`src/hdl/rcf_cfg.svh`:
```
`ifndef RCF_CFG_SVH
`define RCF_CFG_SVH

// Register byte offsets and the mask of low address bits ignored in decoding.
`define RCF_VERSION_OFFSET  12'h000
`define RCF_CAP_LO_OFFSET   12'h008
`define RCF_CAP_HI_OFFSET   12'h00c
`define RCF_ADDR_MASK_LOW   12'h003

// Field positions in the 64-bit capability word and the version word.
`define RCF_READ_DRAIN_BIT  55
`define RCF_WRITE_DRAIN_BIT 54
`define RCF_MASK_MSB        53
`define RCF_MASK_LSB        48
`define RCF_FAULT_MSB       47
`define RCF_FAULT_LSB       40
`define RCF_PSI_BIT         39
`define RCF_RSVD_BIT        38
`define RCF_MAJOR_MSB       7
`define RCF_MAJOR_LSB       4

// Implementation constants.
`define RCF_MAJOR_VERSION   4'h2
`define RCF_MINOR_VERSION   4'h0
`define RCF_DRAIN_MAJOR     4'h2
`define RCF_MAX_MASK        6'h12
`define RCF_FAULT_RECORDS   9'h008
`define RCF_FAULT_LIMIT     9'h100
`define RCF_PSI_SUPPORT     1'b1
`define RCF_SCALABLE_MODE_TRANSLATION_SUPPORT_SUPPORT    1'b1
`define RCF_SL_1G_SUPPORT   1'b1
`define RCF_REC_MASK_4K     6'h09
`define RCF_REC_MASK_1G     6'h12
`define RCF_DRAIN_FIXED     1'b1
`define RCF_RDATA_RESET     32'h0000_0000

`endif

```
`src/hdl/rcf_pkg.sv`:
```
package rcf_pkg;

	typedef enum logic [1:0] {
		RCF_GRAN_GLOBAL,
		RCF_GRAN_DOMAIN,
		RCF_GRAN_PAGE
	} rcf_gran_type;

	typedef struct packed {
		rcf_gran_type gran;
		logic         second_level;
		logic         pasid_based;
		logic         read_drain;
		logic         write_drain;
		logic [5:0]   invalidate_address_mask;
	} rcf_inv_req_type;

	typedef struct packed {
		logic done;
		logic accepted;
		logic read_drain;
		logic write_drain;
	} rcf_inv_res_type;

endpackage

```
`src/hdl/rcf_cap.sv`:
```
// Design decisions made here: the register offsets and register access over AHB-Lite.
`timescale 1ns/1ps
`default_nettype none
`include "rcf_cfg.svh"

module rcf_cap (
	input  wire logic                     hclk,
	input  wire logic                     hresetn,
	input  wire logic                     hsel,
	input  wire logic [31:0]              haddr,
	input  wire logic [1:0]               htrans,
	input  wire logic                     hwrite,
	input  wire logic [2:0]               hsize,
	input  wire logic [31:0]              hwdata,
	input  wire logic                     hready,
	output var  logic                     hreadyout,
	output var  logic [31:0]              hrdata,
	output var  logic                     hresp,
	input  wire logic                     inv_valid,
	input  wire rcf_pkg::rcf_inv_req_type inv_req,
	output var  rcf_pkg::rcf_inv_res_type inv_res
);
	import rcf_pkg::*;

	// ----------------------------------------------------------------
	// Constant register images
	// ----------------------------------------------------------------

	// The whole capability word is wired from constants, so nothing a
	// write does can reach it.
	logic [63:0] cap_word;
	logic [31:0] version_word;
	logic [7:0]  fault_code;

	assign fault_code = 8'(`RCF_FAULT_RECORDS - 9'h001);

	always_comb begin
		cap_word = 64'h0;
		cap_word[`RCF_READ_DRAIN_BIT] = `RCF_DRAIN_FIXED;
		cap_word[`RCF_WRITE_DRAIN_BIT] = `RCF_DRAIN_FIXED;
		cap_word[`RCF_MASK_MSB:`RCF_MASK_LSB] = `RCF_MAX_MASK;
		cap_word[`RCF_FAULT_MSB:`RCF_FAULT_LSB] = fault_code;
		cap_word[`RCF_PSI_BIT] = `RCF_PSI_SUPPORT;
		cap_word[`RCF_RSVD_BIT] = 1'b0;
	end

	always_comb begin
		version_word = 32'h0;
		version_word[`RCF_MAJOR_MSB:`RCF_MAJOR_LSB] = `RCF_MAJOR_VERSION;
		version_word[3:0] = `RCF_MINOR_VERSION;
	end

	// ----------------------------------------------------------------
	// AHB-Lite slave
	// ----------------------------------------------------------------

	// Zero wait states: read data is chosen in the address phase and
	// registered, so it stands in the following data phase.
	logic        addr_phase;
	logic        rd_phase;
	logic [11:0] word_addr;
	logic [31:0] next_hrdata;

	assign addr_phase = hsel && hready && htrans[1];
	assign rd_phase = addr_phase && !hwrite;
	assign word_addr = haddr[11:0] & ~`RCF_ADDR_MASK_LOW;

	always_comb begin
		next_hrdata = `RCF_RDATA_RESET;
		if (rd_phase) begin
			unique case (word_addr)
				`RCF_VERSION_OFFSET: next_hrdata = version_word;
				`RCF_CAP_LO_OFFSET: next_hrdata = cap_word[31:0];
				`RCF_CAP_HI_OFFSET: next_hrdata = cap_word[63:32];
				default: next_hrdata = `RCF_RDATA_RESET;
			endcase
		end
	end

	always_ff @(posedge hclk or negedge hresetn) begin
		if (!hresetn) begin
			hrdata <= `RCF_RDATA_RESET;
		end else if (hready) begin
			hrdata <= next_hrdata;
		end
	end

	// Writes complete with OKAY and are dropped; reads leave no trace.
	always_ff @(posedge hclk or negedge hresetn) begin
		if (!hresetn) begin
			hreadyout <= 1'b1;
			hresp <= 1'b0;
		end else begin
			hreadyout <= 1'b1;
			hresp <= 1'b0;
		end
	end

	// ----------------------------------------------------------------
	// Invalidation acceptance and draining
	// ----------------------------------------------------------------

	logic major_drains;
	logic next_accept;
	logic sl_mask_ok;

	assign major_drains = (`RCF_MAJOR_VERSION >= `RCF_DRAIN_MAJOR);
	// A second-level mask above the reported maximum is refused; the
	// caller still sees done, so it never waits on a dropped request.
	assign sl_mask_ok = inv_req.invalidate_address_mask <= `RCF_MAX_MASK;

	always_comb begin
		next_accept = 1'b1;
		unique case (inv_req.gran)
			RCF_GRAN_GLOBAL: next_accept = 1'b1;
			RCF_GRAN_DOMAIN: next_accept = 1'b1;
			RCF_GRAN_PAGE: begin
				if (inv_req.pasid_based) begin
					next_accept = `RCF_SCALABLE_MODE_TRANSLATION_SUPPORT_SUPPORT;
				end else if (!inv_req.second_level) begin
					next_accept = `RCF_SCALABLE_MODE_TRANSLATION_SUPPORT_SUPPORT;
				end else begin
					next_accept = `RCF_PSI_SUPPORT && sl_mask_ok;
				end
			end
			default: next_accept = 1'b0;
		endcase
	end

	// A newer major version drains whether or not software asked for it.
	always_ff @(posedge hclk or negedge hresetn) begin
		if (!hresetn) begin
			inv_res <= '0;
		end else begin
			inv_res.done <= inv_valid;
			inv_res.accepted <= inv_valid && next_accept;
			inv_res.read_drain <= inv_valid && next_accept
				&& (inv_req.read_drain || major_drains);
			inv_res.write_drain <= inv_valid && next_accept
				&& (inv_req.write_drain || major_drains);
		end
	end
endmodule

`default_nettype wire

```
`config.mk`:
```
export PLATFORM = sky130hd
export DESIGN_NAME = rcf_cap
export DESIGN_NICKNAME = d
export VERILOG_FILES = /design/src/hdl/rcf_pkg.sv /design/src/hdl/rcf_cap.sv
export VERILOG_INCLUDE_DIRS = /design/src /design/src/hdl
export SDC_FILE = /design/constraint.sdc
export NUM_CORES = 1
export LEC_CHECK = 0
export ABC_AREA = 0
export BUFFER_PORTS_ARGS = -buffer_cell sky130_fd_sc_hd__buf_2
export CORE_MARGIN = 4
export CORE_UTILIZATION = 20
export DETAILED_ROUTE_END_ITERATION = 6
export PLACE_DENSITY = 0.91
export RECOVER_POWER = 25
export SETUP_SLACK_MARGIN = 0.5
export SLEW_MARGIN = 0
export SYNTH_ARGS = -nofsm -noshare
export SYNTH_HDL_FRONTEND = slang
export SYNTH_SLANG_ARGS = --single-unit
export TNS_END_PERCENT = 1
```
`constraint.sdc`:
```
create_clock -name hclk -period 0.8 [get_ports hclk]
set_input_delay 0.04 -clock hclk [delete_from_list [all_inputs] [get_ports hclk]]
set_output_delay 0.04 -clock hclk [all_outputs]
set_load 0.03 [all_outputs]
```
==> run_results.csv <==
group,metric,value,unit
run_status,status,"finished, violations left",
run_status,violations,"hold timing, setup timing",
power,switching_share,39.6,%
synth,async_flop_share,100,%
sta,rsz0062_at_grt,"true",
clock_network,clockBufferDepth,2,
clock_network,hold_buffers,1,
placement,dp_hpwl,954,um
finish,antenna_cells,0,
global_route,grt_pass1_wl,1460,um
synth,synthTopCellsByArea,"buf_4 55%, dfrtp_1 21%, a211o_1 3.7%, inv_1 3.2%, o211ai_2 2.7%",
setup_path,ff2ff_path_depth,2,
power,power_density,1270,nW/um2
run,cap_violations,0,
sta,drv_slew,0,
drt,wl_met3,172,um
drt,vias,395,
floorplanning,num_rows,17,
power,pwr-share-clk,32.8,%
min_path,hold_class,"primary input to register",
drt,routed.top_layer,"met3",
synth,yosys.cell_count.top_type,"buf_4",
power,irDropWorstVdd,356,uV
drt,met1Wirelength,372,um
setup_path,path_cells,"clkbuf_4",
clock_network,cts_sinks,4,
drt,drt_wl_total,1160,um
finish,syn2layout_area_growth,36.6,%
placement,dp_slack,-162,ps
clock_network,clock_latency,230,ps
power,switching_power,322,uW
sta,fmax,1100,MHz
sta,setup_viol,12,
synth,synth_edf_count,0,
sta,fin_crit_sh,114,%
global_route,globalRouteOverflowTotal,0,
setup_path,crit_path_max_fanout,9,
global_route,antenna_found_initial,0,
global_route,grt_max_degree,10,
sta,hold_violations,1,
finish,stdcell_area,639,um2
floorplanning,die_w,56.4,um
floorplanning,initial_utilization,21.2,%
sta,hold_slack,-56.9,ps
clock_network,cts_buffers,3,
setup_path,critPathTopFamily,"flip-flops",
min_path,hold_depth,1,
clock_network,cts.reportedPaths.clkPinSlew,40,ps
drt,drt_iter0_markers,2,
global_route,track_usage,6.07,%
min_path,hold_end,"inv_res[3]",
finish,finish.utilization,28.9,%
finish,drive_above_1_share,53.9,%
global_route,grt_pass1_vias,358,
setup_path,regToRegSetupSlack,90,ps
setup_path,crit_type,"register to primary output",
synth,avgSynthCellArea,8.51,um2
clock_network,clockRootBuffer,"clkbuf_4",
drt,firstDrtPassIters,3,
setup_path,slowest_stage,"dfrtp_2",
power,seq_power_share,26.4,%
synth,ys_seq_area_share,21.4,%
power,intPower,491,uW
floorplanning,num_io_pins,125,
sta,fin_ws,-112,ps
synth,netlist_top_cells_count,"34 x buf_4, 4 x dfrtp_1, 4 x inv_1, 2 x a211o_1, 2 x conb_1",
setup_path,timing.rr.start,"hrdata[22]",
power,p_leak,0.000369,uW
finish,nets,177,
placement,place_area,538,um2
placement,place_congestion,0.572,
synth,ys_types,14,
setup_path,critPathCaptureType,"primary output",
power,p_comb_share,40.8,%
setup_path,start_kind,"register",
drt,ant_nets,0,
setup_path,cp_num_buf_inv,1,
drt,routed_wire_length_per_instance,9.95,um
min_path,holdCritStartpoint,"inv_valid",
setup_path,crit_arrival,870,ps
synth,synth_top_flop_cell,"dfrtp_1",
setup_path,rr_endpoint,"hrdata[22]",
clock_network,cts_tree,"yes",
synth,syn_area,468,um2
power,power.total,813,uW
sta,fin_skew,0,ps
placement,io_buffers,39,
synth,yosysTopAreaCellShare,54.5,%
drt,wl_met2,618,um
floorplanning,core_area,2210,um2
finish,fillers,250,
drt,drc_errors,0,
floorplanning,die_h,56.4,um
synth,ys.warnings.count,0,
setup_path,critPathRequiredTime,760,ps
drt,vias_per_cell,3.38,
setup_path,max_stage_delay,440,ps
synth,ys_ff_latch,4,
sta,min_period,912,ps
synth,synth_top_cell_by_area,"buf_4",
floorplanning,dieArea,3180,um2
clock_network,htree_levels,1,
synth,synthCells,55,
cell usage in the layout (no fill, tap or decap), types with 2 or more instances in the layout:
cell type  count
dfrtp_1        3
buf_2         31
clkbuf_4       4
conb_1        25
clkbuf_1       2
inv_1          4
a211o_1        2
buf_6          6
stage by stage:
| step | TNS [ps] | cells |
|---|---|---|
| floorplan | -7.76 | 78 |
| global placement | -235 | 112 |
| detailed placement | -289 | 112 |
| CTS | -1140 | 117 |
| global route | -1550 | 117 |
| finish | -939 | 117 |
worst max-delay path by stage:
stage / start / cells after the start / slack (ps) / endpoint
finish: hrdata[22] / 1 / -110 / hrdata[10]
global route: hrdata[22] / 1 / -170 / hrdata[17]
CTS: hrdata[22] / 1 / -130 / hrdata[22]
detailed placement: inv_req[0] / 4 / -160 / inv_res[0]
global placement: inv_req[0] / 4 / -140 / inv_res[0]
floorplan: inv_req[0] / 3 / -8 / inv_res[0]
cells by family (layout without fill, tap and decap cells):
kind of cell / count (synthesis) / count (layout) / share of synthesized area [%]
buf+inv: 38 / 49 / 57.8
flops: 4 / 4 / 21.4
simple gates: 5 / 5 / 7.22
compound gates: 6 / 6 / 12.0
other cells: 2 / 25 / 1.60
sequential cells by signal, summed over array words and instances, names as in the netlist:
name,flops
hrdata,2
inv_res,2
power groups by stage:
stage	Sequential, uW	Clock, uW	Combinational [uW]
after floorplan	232	0	301
after global placement	217	0	299
after detailed placement	217	0	300
after CTS	215	283	318
after global routing	216	289	350
final	215	266	332
worst register-to-register path: cells and delay by family (launching register included):
kind	cells	cell delay (ps)
flops	1	420
compound gates	1	150
buf+inv	1	50
per-layer routing:
layer | GRT usage, % | vias to the layer above
met2 | 9.85 | 31
met1 | 5.93 | 175
met4 | 4.07 | 0
met3 | 3.22 | 0
li1 | - | 189
met5 | 0 | -
timing repair:
action	in CTS	in global routing
buffers inserted	0	0
endpoints found under the setup margin	16	16
gates resized for setup	8	5
hold endpoints to repair	5	1
pin swaps	6	6
cell type report:
type                    instances  area (um2)  share of cell area, %
flip-flops and latches          4         101                   15.9
repair buffers                 41         251                   39.3
clock buffers                   4        26.3                   4.11
multi-input cells              36         210                   32.9
inverters                       4        15.0                   2.35
well taps                      28        35.0                   5.48
No activity file was read; power rests on OpenSTA's default activity.
